==> src/hw/symbol_injection_map.svh <==
`ifndef SYMBOL_INJECTION_MAP_SVH
`define SYMBOL_INJECTION_MAP_SVH
`define ADDR_INJECT_SYMBOL_FIRST 6'h06
`define ADDR_INJECT_SYMBOL_SECOND 6'h07
`define ADDR_CURRENT_RX_LINE_STATE 6'h08
`define ADDR_INJECTION_THRESHOLD 6'h05
`define ADDR_INJECTION_MODE 6'h0A
`define ADDR_INTERRUPT_CONDITION 6'h02
`define SYMBOL_LSB 0
`define SYMBOL_MSB 4
`define LSU_BIT 3
`define WRITE_REJECT_BIT 0
`define INJECT_SYMBOL_RESET 8'h00
`define THRESHOLD_RESET 8'h00
`define IDLE_PAIR_COUNT 4'h2
`define HALT_PAIR_COUNT 4'h8
`define NOISE_EVENT_COUNT 5'h10
`define SYM_J 5'h18
`define SYM_K 5'h11
`define SYM_IDLE 5'h1F
`define SYM_HALT 5'h04
`define SYM_QUIET 5'h00
`endif

==> src/hw/symbol_injection_pkg.sv <==
package symbol_injection_pkg;
    typedef enum logic [2:0] {
        ACTIVE_LS = 3'h0,
        IDLE_LS = 3'h1,
        NO_SIGNAL_LS = 3'h2,
        RESERVED_LS = 3'h3,
        MASTER_LS = 3'h4,
        HALT_LS = 3'h5,
        QUIET_LS = 3'h6,
        NOISE_LS = 3'h7
    } line_state_type;
    typedef enum logic [1:0] {
        INJ_NONE = 2'h0,
        INJ_ONE_SHOT = 2'h1,
        INJ_PERIODIC = 2'h2,
        INJ_CONTINUOUS = 2'h3
    } inject_mode_type;
    typedef struct packed {
        logic [4:0] first;
        logic [4:0] second;
    } symbol_pair_type;
    typedef struct packed {
        logic sel;
        logic wr;
        logic [5:0] addr;
        logic [7:0] data;
    } bus_req_type;
endpackage

==> src/hw/symbol_injection_line_state_regs.sv <==
`timescale 1ns/1ps
`include "symbol_injection_map.svh"
// Behaviour
// - first register holds 5B code, sent unencoded
// - one-shot replaces the pair n pairs after JK
// - periodic replaces every n-th pair
// - continuous replaces every data pair
// - first symbol register at 06h, bits 0-4
// - symbol LSB serialised last
// - upper bits reset zero, no effect
// - second symbol register at 07h, low bits
// - new line state replaces old at once
// - reset forces unknown line state flag
// - 08h read-only, write sets reject flag
// - code 000 active, entered on JK
// - 001 idle, 010 no signal, 011 reserved
// - 100/101/110 after eight halt-quiet/halt/quiet pairs
// - 111 after sixteen noise events
// - unknown keeps last known state shown
module symbol_injection_line_state_regs
    import symbol_injection_pkg::*;
#(
    parameter int PAIR_COUNT_WIDTH = 4
) (
    input wire logic clk,
    input wire logic rst,
    input wire bus_req_type busReq,
    output logic [7:0] busRdata,
    input wire logic txPairValid,
    input wire symbol_pair_type txPairIn,
    input wire logic txPairIsData,
    output symbol_pair_type txPairOut,
    output logic txPairOutValid,
    output logic txSerial,
    input wire logic rxPairValid,
    input wire symbol_pair_type rxPairIn,
    input wire logic noiseEvent,
    input wire logic signalDetect,
    input wire logic loopback,
    output logic writeRejectPulse
);
    logic [7:0] symFirst_q, symFirst_d, symSecond_q, symSecond_d;
    logic [7:0] threshold_q, threshold_d, counter_q, counter_d;
    inject_mode_type mode_q, mode_d;
    logic armed_q, armed_d;
    logic reject_q, reject_d;
    line_state_type ls_q, ls_d;
    logic unknown_q, unknown_d;
    logic [3:0] runCnt_q, runCnt_d;
    symbol_pair_type lastPair_q, lastPair_d;
    logic [4:0] noiseCnt_q, noiseCnt_d;
    symbol_pair_type txOut_q, txOut_d;
    logic txOutValid_q, txOutValid_d;
    logic [9:0] shift_q, shift_d;
    logic [3:0] bitCnt_q, bitCnt_d;
    logic [7:0] rdata_q, rdata_d;

    function automatic logic hit(input bus_req_type r, input logic [5:0] a);
        return r.sel && r.addr == a;
    endfunction

    function automatic logic isPair(input symbol_pair_type p, input logic [4:0] a,
                                    input logic [4:0] b);
        return p.first == a && p.second == b;
    endfunction

    // register file
    always_comb begin
        symFirst_d = symFirst_q;
        symSecond_d = symSecond_q;
        threshold_d = threshold_q;
        mode_d = mode_q;
        reject_d = 1'b0;
        rdata_d = rdata_q;
        if (busReq.sel && busReq.wr) begin
            if (hit(busReq, `ADDR_INJECT_SYMBOL_FIRST))
                symFirst_d = busReq.data;
            if (hit(busReq, `ADDR_INJECT_SYMBOL_SECOND))
                symSecond_d = busReq.data;
            if (hit(busReq, `ADDR_INJECTION_THRESHOLD))
                threshold_d = busReq.data;
            if (hit(busReq, `ADDR_INJECTION_MODE))
                mode_d = inject_mode_type'(busReq.data[1:0]);
            if (hit(busReq, `ADDR_CURRENT_RX_LINE_STATE))
                reject_d = 1'b1;
        end
        if (busReq.sel && !busReq.wr) begin
            if (hit(busReq, `ADDR_INJECT_SYMBOL_FIRST))
                rdata_d = symFirst_q;
            else if (hit(busReq, `ADDR_INJECT_SYMBOL_SECOND))
                rdata_d = symSecond_q;
            else if (hit(busReq, `ADDR_CURRENT_RX_LINE_STATE))
                rdata_d = {4'h0, unknown_q, ls_q};
            else if (hit(busReq, `ADDR_INJECTION_THRESHOLD))
                rdata_d = threshold_q;
            else if (hit(busReq, `ADDR_INJECTION_MODE))
                rdata_d = {6'h00, mode_q};
            else
                rdata_d = 8'h00;
        end
        // one-shot returns to normal once done; a new mode write wins
        if (mode_q == INJ_ONE_SHOT && txPairValid
            && !(busReq.wr && hit(busReq, `ADDR_INJECTION_THRESHOLD))
            && !(busReq.wr && hit(busReq, `ADDR_INJECTION_MODE))
            && (isPair(txPairIn, `SYM_J, `SYM_K) ? threshold_q == 8'h00
                                                 : armed_q && counter_q == 8'h00))
            mode_d = INJ_NONE;
    end

    always_ff @(posedge clk) begin
        if (rst) begin
            symFirst_q <= `INJECT_SYMBOL_RESET;
            symSecond_q <= `INJECT_SYMBOL_RESET;
            threshold_q <= `THRESHOLD_RESET;
            mode_q <= INJ_NONE;
            reject_q <= 1'b0;
            rdata_q <= 8'h00;
        end else begin
            symFirst_q <= symFirst_d;
            symSecond_q <= symSecond_d;
            threshold_q <= threshold_d;
            mode_q <= mode_d;
            reject_q <= reject_d;
            rdata_q <= rdata_d;
        end
    end

    // injection counter and pair replacement
    always_comb begin
        symbol_pair_type inj;
        logic doInject;
        logic isJk;
        inj = '{first: symFirst_q[`SYMBOL_MSB:`SYMBOL_LSB],
                second: symSecond_q[`SYMBOL_MSB:`SYMBOL_LSB]};
        isJk = isPair(txPairIn, `SYM_J, `SYM_K);
        doInject = 1'b0;
        counter_d = counter_q;
        armed_d = armed_q;
        if (hit(busReq, `ADDR_INJECTION_THRESHOLD) && busReq.wr) begin
            counter_d = busReq.data;
        end else if (txPairValid) begin
            case (mode_q)
                INJ_ONE_SHOT: begin
                    if (isJk && threshold_q == 8'h00) begin
                        doInject = 1'b1;
                        armed_d = 1'b0;
                    end else if (isJk) begin
                        armed_d = 1'b1;
                        counter_d = threshold_q - 8'h01;
                    end else if (armed_q && counter_q == 8'h00) begin
                        doInject = 1'b1;
                        armed_d = 1'b0;
                    end else if (armed_q) begin
                        counter_d = counter_q - 8'h01;
                    end
                end
                INJ_PERIODIC: begin
                    if (threshold_q == 8'h00) begin
                        doInject = txPairIsData;
                    end else if (counter_q <= 8'h01) begin
                        doInject = 1'b1;
                        counter_d = threshold_q;
                    end else begin
                        counter_d = counter_q - 8'h01;
                    end
                end
                INJ_CONTINUOUS: doInject = txPairIsData;
                INJ_NONE: armed_d = 1'b0;
                default: armed_d = 1'b0;
            endcase
        end
        txOut_d = txOut_q;
        txOutValid_d = txPairValid;
        if (txPairValid)
            txOut_d = doInject ? inj : txPairIn;
    end

    // serialiser: msb of first symbol first, lsb of second last
    always_comb begin
        shift_d = shift_q;
        bitCnt_d = bitCnt_q;
        if (txOutValid_q) begin
            shift_d = {txOut_q.first, txOut_q.second};
            bitCnt_d = 4'h9;
        end else if (bitCnt_q != 4'h0) begin
            shift_d = {shift_q[8:0], 1'b0};
            bitCnt_d = bitCnt_q - 4'h1;
        end
    end

    always_ff @(posedge clk) begin
        if (rst) begin
            counter_q <= 8'h00;
            armed_q <= 1'b0;
            txOut_q <= '0;
            txOutValid_q <= 1'b0;
            shift_q <= '0;
            bitCnt_q <= 4'h0;
        end else begin
            counter_q <= counter_d;
            armed_q <= armed_d;
            txOut_q <= txOut_d;
            txOutValid_q <= txOutValid_d;
            shift_q <= shift_d;
            bitCnt_q <= bitCnt_d;
        end
    end

    // line-state detector
    always_comb begin
        logic sameRun;
        sameRun = rxPairIn == lastPair_q;
        ls_d = ls_q;
        unknown_d = unknown_q;
        runCnt_d = runCnt_q;
        lastPair_d = lastPair_q;
        noiseCnt_d = noiseCnt_q;
        if (!signalDetect && !loopback) begin
            ls_d = NO_SIGNAL_LS;
            unknown_d = 1'b0;
            runCnt_d = 4'h0;
            noiseCnt_d = 5'h00;
        end else begin
            if (noiseEvent)
                noiseCnt_d = noiseCnt_q + 5'h01;
            // restart the count on entry so noise does not pin the state
            if (noiseCnt_d == `NOISE_EVENT_COUNT) begin
                ls_d = NOISE_LS;
                unknown_d = 1'b0;
                noiseCnt_d = 5'h00;
            end
            if (rxPairValid) begin
                lastPair_d = rxPairIn;
                runCnt_d = (sameRun && runCnt_q != 4'hF) ? runCnt_q + 4'h1 : 4'h1;
                if (isPair(rxPairIn, `SYM_J, `SYM_K)) begin
                    ls_d = ACTIVE_LS;
                    unknown_d = 1'b0;
                    noiseCnt_d = 5'h00;
                end else if (isPair(rxPairIn, `SYM_IDLE, `SYM_IDLE)
                             && runCnt_d >= `IDLE_PAIR_COUNT) begin
                    ls_d = IDLE_LS;
                    unknown_d = 1'b0;
                    noiseCnt_d = 5'h00;
                end else if (isPair(rxPairIn, `SYM_HALT, `SYM_QUIET)
                             && runCnt_d >= `HALT_PAIR_COUNT) begin
                    ls_d = MASTER_LS;
                    unknown_d = 1'b0;
                end else if (isPair(rxPairIn, `SYM_HALT, `SYM_HALT)
                             && runCnt_d >= `HALT_PAIR_COUNT) begin
                    ls_d = HALT_LS;
                    unknown_d = 1'b0;
                end else if (isPair(rxPairIn, `SYM_QUIET, `SYM_QUIET)
                             && runCnt_d >= `HALT_PAIR_COUNT) begin
                    ls_d = QUIET_LS;
                    unknown_d = 1'b0;
                end else if (!(ls_q == ACTIVE_LS && !unknown_q) && !sameRun) begin
                    unknown_d = 1'b1;
                end
            end
        end
    end

    always_ff @(posedge clk) begin
        if (rst) begin
            ls_q <= ACTIVE_LS;
            unknown_q <= 1'b1;
            runCnt_q <= 4'h0;
            lastPair_q <= '0;
            noiseCnt_q <= 5'h00;
        end else begin
            ls_q <= ls_d;
            unknown_q <= unknown_d;
            runCnt_q <= runCnt_d;
            lastPair_q <= lastPair_d;
            noiseCnt_q <= noiseCnt_d;
        end
    end

    assign busRdata = rdata_q;
    assign txPairOut = txOut_q;
    assign txPairOutValid = txOutValid_q;
    assign txSerial = shift_q[9];
    assign writeRejectPulse = reject_q;
endmodule

==> config.mk <==
export PLATFORM = sky130hd
export DESIGN_NAME = symbol_injection_line_state_regs
export DESIGN_NICKNAME = d
export VERILOG_FILES = /design/src/hw/symbol_injection_pkg.sv /design/src/hw/symbol_injection_line_state_regs.sv
export VERILOG_INCLUDE_DIRS = /design/src /design/src/hw
export SDC_FILE = /design/constraint.sdc
export NUM_CORES = 1
export LEC_CHECK = 0
export BUFFER_PORTS_ARGS = -buffer_cell sky130_fd_sc_hd__buf_2
export CAP_MARGIN = 20
export CORE_ASPECT_RATIO = 0.75
export CORE_MARGIN = 2
export CORE_UTILIZATION = 30
export CTS_CLUSTER_DIAMETER = 40
export CTS_CLUSTER_SIZE = 16
export DETAILED_ROUTE_END_ITERATION = 8
export PLACE_DENSITY = 0.44
export SYNTH_ARGS = -nofsm -noshare
export SYNTH_HDL_FRONTEND = slang
export SYNTH_SLANG_ARGS = --single-unit
==> constraint.sdc <==
create_clock -name clk -period 3.1 [get_ports clk]
set_clock_uncertainty 0.1 [all_clocks]
set_input_delay 0.155 -clock clk [delete_from_list [all_inputs] [get_ports clk]]
set_output_delay 0.155 -clock clk [all_outputs]
set_load 0.03 [all_outputs]
After elaboration in Yosys (flattened, before gate mapping)

Index checks and enable logic that the tools add are counted.

Muxes and demuxes: 57
Magnitude comparators: 3
Add/subtract/negate cells: 5
Bitwise logic cells: 3
Reduce and logical (&&, ||, !) cells: 59
Eq/ne operators: 24

Operators with widths:

| kind                                                | count |
|---|---|
| two-way mux 8 bit                                   | 12 |
| equality test 5 bit, second input constant          | 7 |
| two-way mux 10 bit                                  | 3 |
| two-way mux 5 bit                                   | 6 |
| logical AND 1 bit                                   | 29 |
| two-way mux 1 bit                                   | 21 |
| two-way mux 3 bit                                   | 7 |
| equality test 6 x 3 -> 1 bit, second input constant | 3 |
| logical NOT 8 bit                                   | 2 |
| one-hot mux 8 bit (2 select lines)                  | 1 |
| subtractor 8 x 1 -> 8 bit, second input constant    | 2 |
| equality test 6 x 4 -> 1 bit, second input constant | 2 |
| two-way mux 4 bit                                   | 3 |
| equality test 10 bit                                | 1 |
| equality test 5 x 3 -> 1 bit, second input constant | 2 |
| logical NOT 5 bit                                   | 2 |
| AND reduction 2 bit                                 | 5 |
| <= comparator 8 x 1 -> 1 bit, second input constant | 1 |
| logical NOT 1 bit                                   | 8 |
| != test 4 bit, second input constant                | 2 |
| OR reduction 2 bit                                  | 4 |
| != test 3 bit, second input constant                | 2 |
| AND reduction 6 bit                                 | 1 |
| nonzero test 2 bit                                  | 3 |
| other kinds (18)                                    | 22 |

Register bits after elaboration: 92
Input bits: 44
Output and inout port bits: 21

Logic depth before layout (Yosys ltp)

Gate-level depths: netlist of the first run.

Depth after elaboration: 13
Mapped depth: 9

Worst setup path after synthesis of the first run

Ideal clock, no wire load.

Kind: reg2reg
Start point: register bitCnt_q[0]
End point: register shift_q[9]
Path slack: 0.911 ns
Library setup time: 0.128 ns
Path buffers: 1
Data arrival time: 1.961 ns
Stages on the path, launching flop included: 9
Period minus slack after synthesis: 2.189 ns
Cells stage by stage: dfxtp_1 > inv_1 > ha_1 > nor3b_1 > clkbuf_1 > mux2i_1 > nor2_1 > a21oi_1 > nor2_1

Cells in the longest elaborated chain, start to end: 2

RTL lines:

| item                                | RTL line                                | text |
|---|---|---|
| from (decl)                         | symbol_injection_line_state_regs.sv:55  | `logic [3:0] bitCnt_q, bitCnt_d;` |
| from (signal assigned)              | symbol_injection_line_state_regs.sv:205 | `bitCnt_q <= bitCnt_d;` |
| nonzero test 4 bit                  | symbol_injection_line_state_regs.sv:185 | `end else if (bitCnt_q != 4'h0) begin` |
| nonzero test 2 bit (no source line) | n/a                                     |  |
| to (signal assigned)                | symbol_injection_line_state_regs.sv:204 | `shift_q <= shift_d;` |
| to (decl)                           | symbol_injection_line_state_regs.sv:54  | `logic [9:0] shift_q, shift_d;` |

No other way between the ends.
A chain may end at the register's enable or synchronous reset.

Worst setup path in the final report of the first run

Start point: input txPairIn[6] in the netlist's numbering
End point: register txOut_q, in the netlist txPairOut[2]

Cells in the longest elaborated chain, start to end: 8

RTL lines:

| item                                                   | RTL line                                                                         | text |
|---|---|---|
| from (decl)                                            | symbol_injection_line_state_regs.sv:30                                           | `input wire symbol_pair_type txPairIn,` |
| equality test 5 bit *                                  | symbol_injection_line_state_regs.sv:64                                           | `return p.first == a && p.second == b;` |
| logical AND 1 bit *                                    | symbol_injection_line_state_regs.sv:64                                           |  |
| two-way mux 1 bit or logical AND 1 bit (tied branches) | symbol_injection_line_state_regs.sv:147, symbol_injection_line_state_regs.sv:144 |  |
| two-way mux 1 bit *                                    | symbol_injection_line_state_regs.sv:144                                          | `if (isJk && threshold_q == 8'h00) begin` |
| one-hot mux 1 bit (3 select lines) *                   | symbol_injection_line_state_regs.sv:142                                          | `case (mode_q)` |
| two-way mux 1 bit *                                    | symbol_injection_line_state_regs.sv:141                                          | `end else if (txPairValid) begin` |
| two-way mux 1 bit *                                    | symbol_injection_line_state_regs.sv:139                                          | `` if (hit(busReq, `ADDR_INJECTION_THRESHOLD) && busReq.wr) begin `` |
| two-way mux 10 bit *                                   | symbol_injection_line_state_regs.sv:175                                          | `txOut_d = doInject ? inj : txPairIn;` |
| to (signal assigned)                                   | symbol_injection_line_state_regs.sv:202                                          | `txOut_q <= txOut_d;` |
| to (decl)                                              | symbol_injection_line_state_regs.sv:52                                           | `symbol_pair_type txOut_q, txOut_d;` |

Mark *: on every way between the ends. The rest lies on a longest branch, timed or not.

==> results of run 1 <==
## per-layer routing
layer / track usage [%] / wire length [µm] / vias up / part of all wire [%]
met5: 0 / 0 / - / 0
met4: 4.49 / 146 / 0 / 1.0
met3: 4.86 / 934 / 12 / 6.5
met2: 26.1 / 6160 / 130 / 43
met1: 24.1 / 7160 / 2157 / 50
li1: - / - / 2338 / -
## state kept, by name, summed over array words and instances, names as in the netlist, 8 cells and up
signal,flops
lastPair_q,10
shift_q,10
txPairOut,10
busRdata,8
counter_q,8
symFirst_q,8
symSecond_q,8
threshold_q,8
## repair_timing
| item | in CTS | in global routing |
|---|---|---|
| gates resized for setup | 0 | 1 |
| hold buffers | 24 | 0 |
| hold endpoints to repair | 22 | 0 |
| setup endpoints to repair | 0 | 1 |
## cells in the final DEF (no fill, tap or decap), types with 11 or more instances in the layout
cell | netlist | layout
dfxtp_1 | 92 | 92
nor2_1 | 87 | 87
nand2_1 | 66 | 66
buf_2 | 3 | 64
a21oi_1 | 60 | 60
nand3_1 | 36 | 36
mux2i_1 | 27 | 27
dlygate4sd3_1 | 0 | 24
xor2_1 | 17 | 17
nor3_1 | 14 | 14
inv_1 | 13 | 13
nand4_1 | 11 | 11
o21ai_0 | 11 | 11
a311oi_1 | 11 | 11
## power breakdown
| group | switching [mW] | internal (mW) |
|---|---|---|
| combinational | 0.284 | 0.228 |
| clock | 0.474 | 0.587 |
| sequential | 0.0484 | 1.24 |
## worst max-delay path by stage
stage	to	slack, ns	start
finish	txPairOut[2]	0.34	txPairIn[6]
global route	txPairOut[9]	0.11	txPairIn[6]
CTS	txPairOut[2]	0.24	txPairIn[5]
detailed placement	txPairOut[2]	0.44	txPairIn[5]
global placement	txPairOut[7]	0.57	txPairIn[5]
floorplan	shift_q[9]	0.91	bitCnt_q[0]
## through the flow
stage,cells,hold slack [ns]
finish,894,0.0144
global route,893,0.0123
CTS,893,0.00139
detailed placement,853,0.340
global placement,853,0.334
floorplan,604,0.191
## cells by family (layout without fill, tap and decap cells)
kind of cell             after synthesis  after routing
multiplexers                          28             28
XOR/XNOR                              24             24
buffers and inverters                 44            123
adder cells (fa/ha/maj)                9              9
flip-flops                            92             92
AO/OA/AOI/OAI                        137            137
other                                  0              1
AND/OR/NAND/NOR                      270            270
## area by class of cell
cell class / count / share of cell area [%]
clock inverters: 5 / 0.616
diodes: 1 / 0.0425
multi-input cells: 468 / 48.2
well taps: 210 / 4.46
repair buffers: 94 / 10.3
inverters: 13 / 0.828
clock buffers: 11 / 4.29
flip-flops and latches: 92 / 31.3
## worst max-delay path, stage by stage
cell	delay (ns)
dlygate4sd3_1	0.54
buf_2	0.13
nor4b_1	0.47
and3_2	0.39
mux2i_1	0.42
or3_1	0.38
nand3_1	0.12
a311oi_1	0.29
## synthesized netlist by cell type, types with 4 or more instances
library cell,n
a211oi_1,6
a21oi_1,60
a221o_1,6
a221oi_1,4
a22oi_1,4
a311oi_1,11
and3_1,7
and4_1,5
buf_1,5
clkbuf_1,23
dfxtp_1,92
ha_1,9
inv_1,13
mux2i_1,27
nand2_1,66
nand2b_1,5
nand3_1,36
nand4_1,11
nor2_1,87
nor2b_1,10
nor3_1,14
nor4_1,6
o211ai_1,4
o21ai_0,11
o21ai_1,5
xnor2_1,7
xor2_1,17
==> results.py, run 1 <==
metrics = {
    "die": {
        "die_h_um": 114,
        "dieArea_um2": 17200,
        "io_pins": 65,
        "die_x_um": 151,
        "core_area_um2": 15900,
        "rows": 40,
        "start_util_pct": 30.4,
    },
    "grt": {
        "antenna_found_initial": 0,
        "grt_start_max_net_pins": 43,
        "overflow": 0,
        "grt_pass1_wl_um": 22900,
        "track_usage_pct": 17.2,
        "grt_pass1_vias": 4339,
    },
    "sta": {
        "finalCritPeriodShare_pct": 88.9,
        "worst_slew_pin_slew_ns": 0.953,
        "fin_setup_tns_ns": 0,
        "min_period_ns": 2.76,
        "slew_headroom_pct": 35.6,
        "fmax_mhz": 363,
        "rsz0062_at_grt": "false",
        "finalWorstSetupSlack_ns": 0.345,
        "maxSlewViolCount": 0,
        "setup_viol": 0,
        "hold_viol": 0,
    },
    "placed_design": {
        "dp_hpwl_um": 10800,
        "dpl_cell_area_um2": 5360,
        "gp_congestion": 0.835,
        "io_buffers": 64,
        "pre_cts_ws_ns": 0.435,
    },
    "clock_tree": {
        "worstSkewPairLatency_ns": 0.35,
        "cts_sinks": 92,
        "cts_tree": "done",
        "cts_made_buffers": 9,
        "clkTransAtPathRegs_ns": 0.07,
        "clock_path_buffers": 2,
        "htreeDepth": 3,
        "cts-root-buf": "clkbuf_16",
        "cts_setup_buffers": 0,
    },
    "critical_path": {
        "rr_endpoint": "counter_q[5]",
        "end_kind": "flip-flop",
        "cp-start-kind": "input pin",
        "path_class": "in2reg",
        "r2r_start": "threshold_q[2]",
        "r2r_slack_ns": 0.62,
        "required_ns": 3.25,
        "critical_path.max_fanout": 11,
        "cp_data_arrival_time_ns": 2.90,
        "ff2ff_path_depth": 6,
    },
    "route": {
        "drt_pass1_iterations": 4,
        "num_vias": 4637,
        "vias_per_cell": 5.19,
        "wl_per_cell_um": 16.1,
        "final_antenna_net_count": 0,
        "drc": 0,
        "postRouteWirelength_um": 14400,
        "initialDrtViolationCount": 280,
    },
    "min_path": {
        "hold_path_end": "threshold_q[4]",
        "holdPathStages": 3,
        "hp-start": "busReq[4]",
        "worstHoldPathType": "in2reg",
    },
    "final_layout": {
        "nets": 731,
        "multi_input_area_um2": 2840,
        "nFillCells": 1687,
        "regArea_um2": 1840,
        "fin_area_um2": 5890,
        "drive_gt1_share_pct": 14.3,
        "utilization_pct": 37.0,
        "areaGrowthSynthToFinish_pct": 21.6,
    },
    "synthesis": {
        "synth_edf_count": 0,
        "ys_ff_latch": 92,
        "syn_area_um2": 4840,
        "synth_compound_area_share_pct": 18.8,
        "synth_simple_gate_area_share_pct": 27.2,
        "ys_seq_area_share_pct": 38.0,
        "synth_top_family_by_area": "simple AND/OR/NAND/NOR gates",
        "muxShareOfSynthArea_pct": 5.89,
        "synthAdderAreaFrac_pct": 2.32,
        "syn_nets": 657,
        "synth.top_cell.area_share_pct": 38.0,
        "ys_async_sr_fraction_pct": 0,
        "yosys.area.top_type": "dfxtp_1",
        "synth.distinct_cells": 60,
        "synthTopCellsByArea": "dfxtp_1 (38%), nor2_1 (6.7%), a21oi_1 (6.2%), mux2i_1 (5.6%), nand2_1 (5.1%)",
        "avgSynthCellArea_um2": 8.02,
        "synthXorXnorAreaFrac_pct": 4.34,
        "synthFlopType": "dfxtp_1",
        "synthesis.instances": 604,
        "synth_warnings": 0,
    },
    "power": {
        "power_density_nw_per_um2": 486,
        "p_leak_nw": 2.33,
        "vdd_drop_max_uv": 228,
        "finalPower_mw": 2.86,
    },
    "run_status": {
        "status": "complete, no violations",
    },
    "job": {
        "maxCapViolCount": 0,
    },
}
No activity file was read; power rests on OpenSTA's default activity.
==> inputs of run 2 (changes only) <==
Settings changed: CELL_PAD_IN_SITES_DETAIL_PLACEMENT set to 0, CELL_PAD_IN_SITES_GLOBAL_PLACEMENT set to 1, CORE_MARGIN 2 to unset, PLACE_DENSITY 0.44 to unset, PLACE_DENSITY_LB_ADDON set to 0.12.
==> run 2 against run 1 <==
  * Design area up 0.19%
  * Sequential share of layout area down 0.060 points
  * Maximum frequency down 2.7%
  * Critical path type unchanged
  * Critical endpoint is now txPairOut[0]
  * Largest cell class unchanged
==> results.py, run 2 (synthesis results as in run 1) <==
metrics = {
    "clock_tree": {
        "cts-root-buf": "clkbuf_16",
        "cts_sinks": 92,
        "cts_setup_buffers": 0,
        "worstSkewPairLatency_ns": 0.36,
        "htreeDepth": 3,
        "clkTransAtPathRegs_ns": 0.07,
        "ctsHoldBuffers": 25,
        "cts_made_buffers": 9,
        "postCtsResizedCells": 0,
        "clock_path_buffers": 2,
        "cts_tree": "done",
    },
    "grt": {
        "track_usage_pct": 17.9,
        "grt_pass1_wl_um": 23200,
        "overflow": 0,
        "antenna_found_initial": 0,
        "grt_pass1_vias": 4482,
        "grt_start_max_net_pins": 44,
    },
    "die": {
        "io_pins": 65,
        "core_area_um2": 15500,
        "die_x_um": 149,
        "dieArea_um2": 16700,
        "die_h_um": 112,
        "rows": 39,
        "start_util_pct": 31.2,
    },
    "power": {
        "p_leak_nw": 2.33,
        "p_comb_share_pct": 17.5,
        "p_int_mw": 2.10,
        "swShare_pct": 28.2,
        "clkPwrFrac_pct": 38.4,
        "power_density_nw_per_um2": 496,
        "p_sw_uw": 826,
        "vdd_drop_max_uv": 269,
        "finalPower_mw": 2.93,
        "power_frac_seq_pct": 44.1,
    },
    "sta": {
        "fin_setup_tns_ns": 0,
        "finalCritPeriodShare_pct": 91.4,
        "fmax_mhz": 353,
        "maxSlewViolCount": 0,
        "setup_viol": 0,
        "slew_headroom_pct": 48.9,
        "worst_slew_pin_slew_ns": 0.762,
        "min_period_ns": 2.83,
        "hold_viol": 0,
        "rsz0062_at_grt": "false",
    },
    "placed_design": {
        "io_buffers": 64,
        "dp_hpwl_um": 10700,
        "dp_cells": 848,
        "dpl_cell_area_um2": 5350,
        "gp_congestion": 0.850,
    },
    "critical_path": {
        "critical_path.max_fanout": 11,
        "crit_chain": "dlygate4sd3_1 > buf_2 > nor4b_1 > and3_1 > mux2i_1 > or3_1 > nand3_1 > a311oi_1",
        "r2r_slack_ns": 0.61,
        "slowest_stage": "dlygate4sd3_1",
        "max_stage_delay_ns": 0.54,
        "cp-start-kind": "input pin",
        "path_class": "in2reg",
        "end_kind": "flip-flop",
        "required_ns": 3.26,
        "cp_data_arrival_time_ns": 2.99,
    },
    "job": {
        "maxCapViolCount": 0,
    },
    "final_layout": {
        "drive_gt1_share_pct": 14.2,
        "final_cell_mix": "dfxtp_1 (92), nor2_1 (87), nand2_1 (66), buf_2 (64), a21oi_1 (60)",
        "final_common_cell": "dfxtp_1",
        "utilization_pct": 38.0,
        "nets": 732,
        "fin_cells": 889,
        "num_antenna_cells": 0,
        "areaGrowthSynthToFinish_pct": 21.8,
        "fin_area_um2": 5900,
    },
    "route": {
        "final_antenna_net_count": 0,
        "drc": 0,
        "initialDrtViolationCount": 253,
        "postRouteWirelength_um": 14300,
        "num_vias": 4619,
        "drt_pass1_iterations": 4,
        "vias_per_cell": 5.20,
        "wl_per_cell_um": 16.1,
    },
    "run_status": {
        "status": "complete, no violations",
    },
    "min_path": {
        "worstHoldPathType": "in2reg",
    },
}
run 2: path summary, 6_finish.rpt:
| path | start | end | cells after the start |
|---|---|---|---|
| worst min-delay path | txPairIn[9] | txPairOut[9] | 3 |
| worst max-delay path | txPairIn[5] | txPairOut[0] | 8 |
| worst max register to register | counter_q[3] | txPairOut[1] | 6 |
| worst min register to register | symFirst_q[6] | symFirst_q[6] | 2 |
run 2: power by group through the flow:
stage               Combinational (mW)  Clock [mW]  Sequential [mW]
floorplan                        0.335           0             1.33
global placement                 0.487           0             1.32
detailed placement               0.493           0             1.32
CTS                              0.518        1.17             1.29
global route                     0.576        1.21             1.30
finish                           0.513        1.12             1.29
run 2: layout make-up:
class / count / area [µm²]
Multi-Input combinational cell: 468 / 2840
Sequential cell: 92 / 1840
Inverter: 13 / 48.8
Fill cell: 1628 / 9620
Tap cell: 205 / 256
Timing Repair Buffer: 95 / 616
Clock buffer: 9 / 225
Clock inverter: 7 / 75.1
run 2: stage by stage:
stage	hold slack, ns	setup WS, ns
floorplan	0.191	0.911
global placement	0.335	0.568
detailed placement	0.341	0.477
CTS	0.00144	0.291
global route	0.0285	0.0671
finish	0.0157	0.267
run 2: per-layer routing:
layer | vias to the layer above | wire (µm) | track usage [%]
li1 | 2335 | - | -
met1 | 2174 | 6710 | 23.2
met2 | 96 | 6660 | 29.8
met3 | 14 | 752 | 3.86
met4 | 0 | 170 | 5.58
met5 | - | 0 | 0
run 2: worst max-delay path, delay by kind of cell:
family / cells / cell delay (ns)
simple gates: 4 / 1.42
compound gates: 1 / 0.29
buf+inv: 2 / 0.67
mux: 1 / 0.45
==> inputs of run 3 (changes only) <==
Settings changed: ABC_CLOCK_PERIOD_IN_PS set to 3100, REMOVE_ABC_BUFFERS set to 1.
==> run 3 against run 2 <==
  * Sequential cell count stayed put
  * Hold slack better by 0.0065 ns
  * Total power rose by 0.13%
  * Largest cell class unchanged
  * Largest power group unchanged
==> results.py, run 3 (synthesis results as in run 1) <==
metrics = {
    "run_status": {
        "status": "complete, no violations",
    },
    "power": {
        "power_density_nw_per_um2": 502,
        "p_int_mw": 2.11,
        "clkPwrFrac_pct": 38.1,
        "p_comb_share_pct": 17.8,
        "power_frac_seq_pct": 44.0,
        "finalPower_mw": 2.93,
        "p_sw_uw": 818,
        "p_leak_nw": 2.32,
        "vdd_drop_max_uv": 324,
        "swShare_pct": 27.9,
    },
    "clock_tree": {
        "clock_path_buffers": 2,
        "cts_made_buffers": 9,
        "postCtsResizedCells": 0,
        "clkTransAtPathRegs_ns": 0.07,
        "cts_setup_buffers": 0,
        "cts_tree": "done",
        "cts-root-buf": "clkbuf_16",
        "htreeDepth": 3,
        "worstSkewPairLatency_ns": 0.34,
        "cts_sinks": 92,
        "ctsHoldBuffers": 19,
    },
    "final_layout": {
        "nets": 727,
        "drive_gt1_share_pct": 14.1,
        "areaGrowthSynthToFinish_pct": 20.6,
        "num_antenna_cells": 0,
        "nFillCells": 1637,
        "multi_input_area_um2": 2840,
        "final_cell_mix": "dfxtp_1 (92), nor2_1 (87), nand2_1 (66), buf_2 (64), a21oi_1 (60)",
        "regArea_um2": 1840,
        "final_common_cell": "dfxtp_1",
        "fin_cells": 884,
    },
    "route": {
        "final_antenna_net_count": 0,
        "vias_per_cell": 5.24,
        "initialDrtViolationCount": 465,
        "wl_per_cell_um": 16.7,
        "drc": 0,
        "postRouteWirelength_um": 14800,
        "num_vias": 4631,
        "drt_pass1_iterations": 5,
    },
    "grt": {
        "grt_pass1_wl_um": 24300,
        "antenna_found_initial": 0,
        "overflow": 0,
        "track_usage_pct": 18.7,
        "grt_pass1_vias": 4444,
        "grt_start_max_net_pins": 39,
    },
    "sta": {
        "whs_ns": 0.0222,
        "maxSlewViolCount": 0,
        "finalCritPeriodShare_pct": 90.7,
        "rsz0062_at_grt": "false",
        "finalWorstSetupSlack_ns": 0.289,
        "slew_headroom_pct": 44.9,
        "min_period_ns": 2.81,
        "fin_setup_tns_ns": 0,
        "setup_viol": 0,
        "worst_slew_pin_slew_ns": 0.826,
        "fmax_mhz": 356,
        "hold_viol": 0,
    },
    "die": {
        "rows": 39,
        "core_area_um2": 15500,
        "dieArea_um2": 16700,
        "die_h_um": 112,
        "start_util_pct": 31.2,
        "die_x_um": 149,
        "io_pins": 65,
    },
    "placed_design": {
        "dp_cells": 849,
        "gp_congestion": 0.834,
        "io_buffers": 64,
        "pre_cts_ws_ns": 0.481,
        "dp_hpwl_um": 11000,
    },
    "critical_path": {
        "critical_path.max_fanout": 10,
        "cp_data_arrival_time_ns": 2.97,
        "required_ns": 3.26,
        "end_kind": "flip-flop",
        "cp-start-kind": "input pin",
        "path_class": "in2reg",
    },
    "job": {
        "maxCapViolCount": 0,
    },
    "min_path": {
        "worstHoldPathType": "in2reg",
    },
}
-- run 3: cell count changes in the layout (fill, tap and decap cells not counted), sizes merged --
cell / change
buf: +1
clkinvlp: -3
clkbuf: +3
inv: -2
clkinv: +2
dlygate4sd3: -6
-- run 3: metrics by stage --
stage          util, %  instance area, µm²
2_1_floorplan        -                4720
3_3_place_gp      34.5                5360
3_5_place_dp      34.5                5360
4_1_cts           37.7                5840
5_1_grt           37.7                5840
6_report          37.7                5840
-- run 3: power by group through the flow --
stage / combinational, mW / sequential (mW) / clock [mW]
finish: 0.522 / 1.29 / 1.12
global route: 0.572 / 1.30 / 1.22
floorplan: 0.309 / 1.33 / 0
detailed placement: 0.502 / 1.32 / 0
CTS: 0.524 / 1.29 / 1.16
global placement: 0.497 / 1.32 / 0
-- run 3: metal layers --
metal	up-vias	routed length [µm]	global-route usage [%]
met3	7	676	4.43
met5	-	0	0
met4	0	120	3.74
met1	2197	8120	29.1
li1	2323	-	-
met2	104	5840	25.7
-- run 3: layout make-up --
class	count	area share [%]
Inverter	13	0.835
Timing Repair Buffer	90	9.63
Clock inverter	4	0.835
Multi-Input combinational cell	468	48.6
Sequential cell	92	31.5
Tap cell	205	4.39
Clock buffer	12	4.22
-- run 3: final timing paths --
check / startpoint / end / slack (ns) / cells past startpoint
min: busReq[6] / threshold_q[6] / 0.02 / 3
min reg2reg: symFirst_q[6] / symFirst_q[6] / 0.35 / 2
max reg2reg: counter_q[0] / counter_q[4] / 0.59 / 8
max: txPairIn[6] / txPairOut[9] / 0.29 / 8
-- run 3: critical path: stages --
cell and delay, ns:
dlygate4sd3_1 0.54, buf_2 0.13, nor4b_1 0.67, and3_1 0.29, mux2i_1 0.38, or3_1 0.38, nand3_1 0.14, a311oi_1 0.27
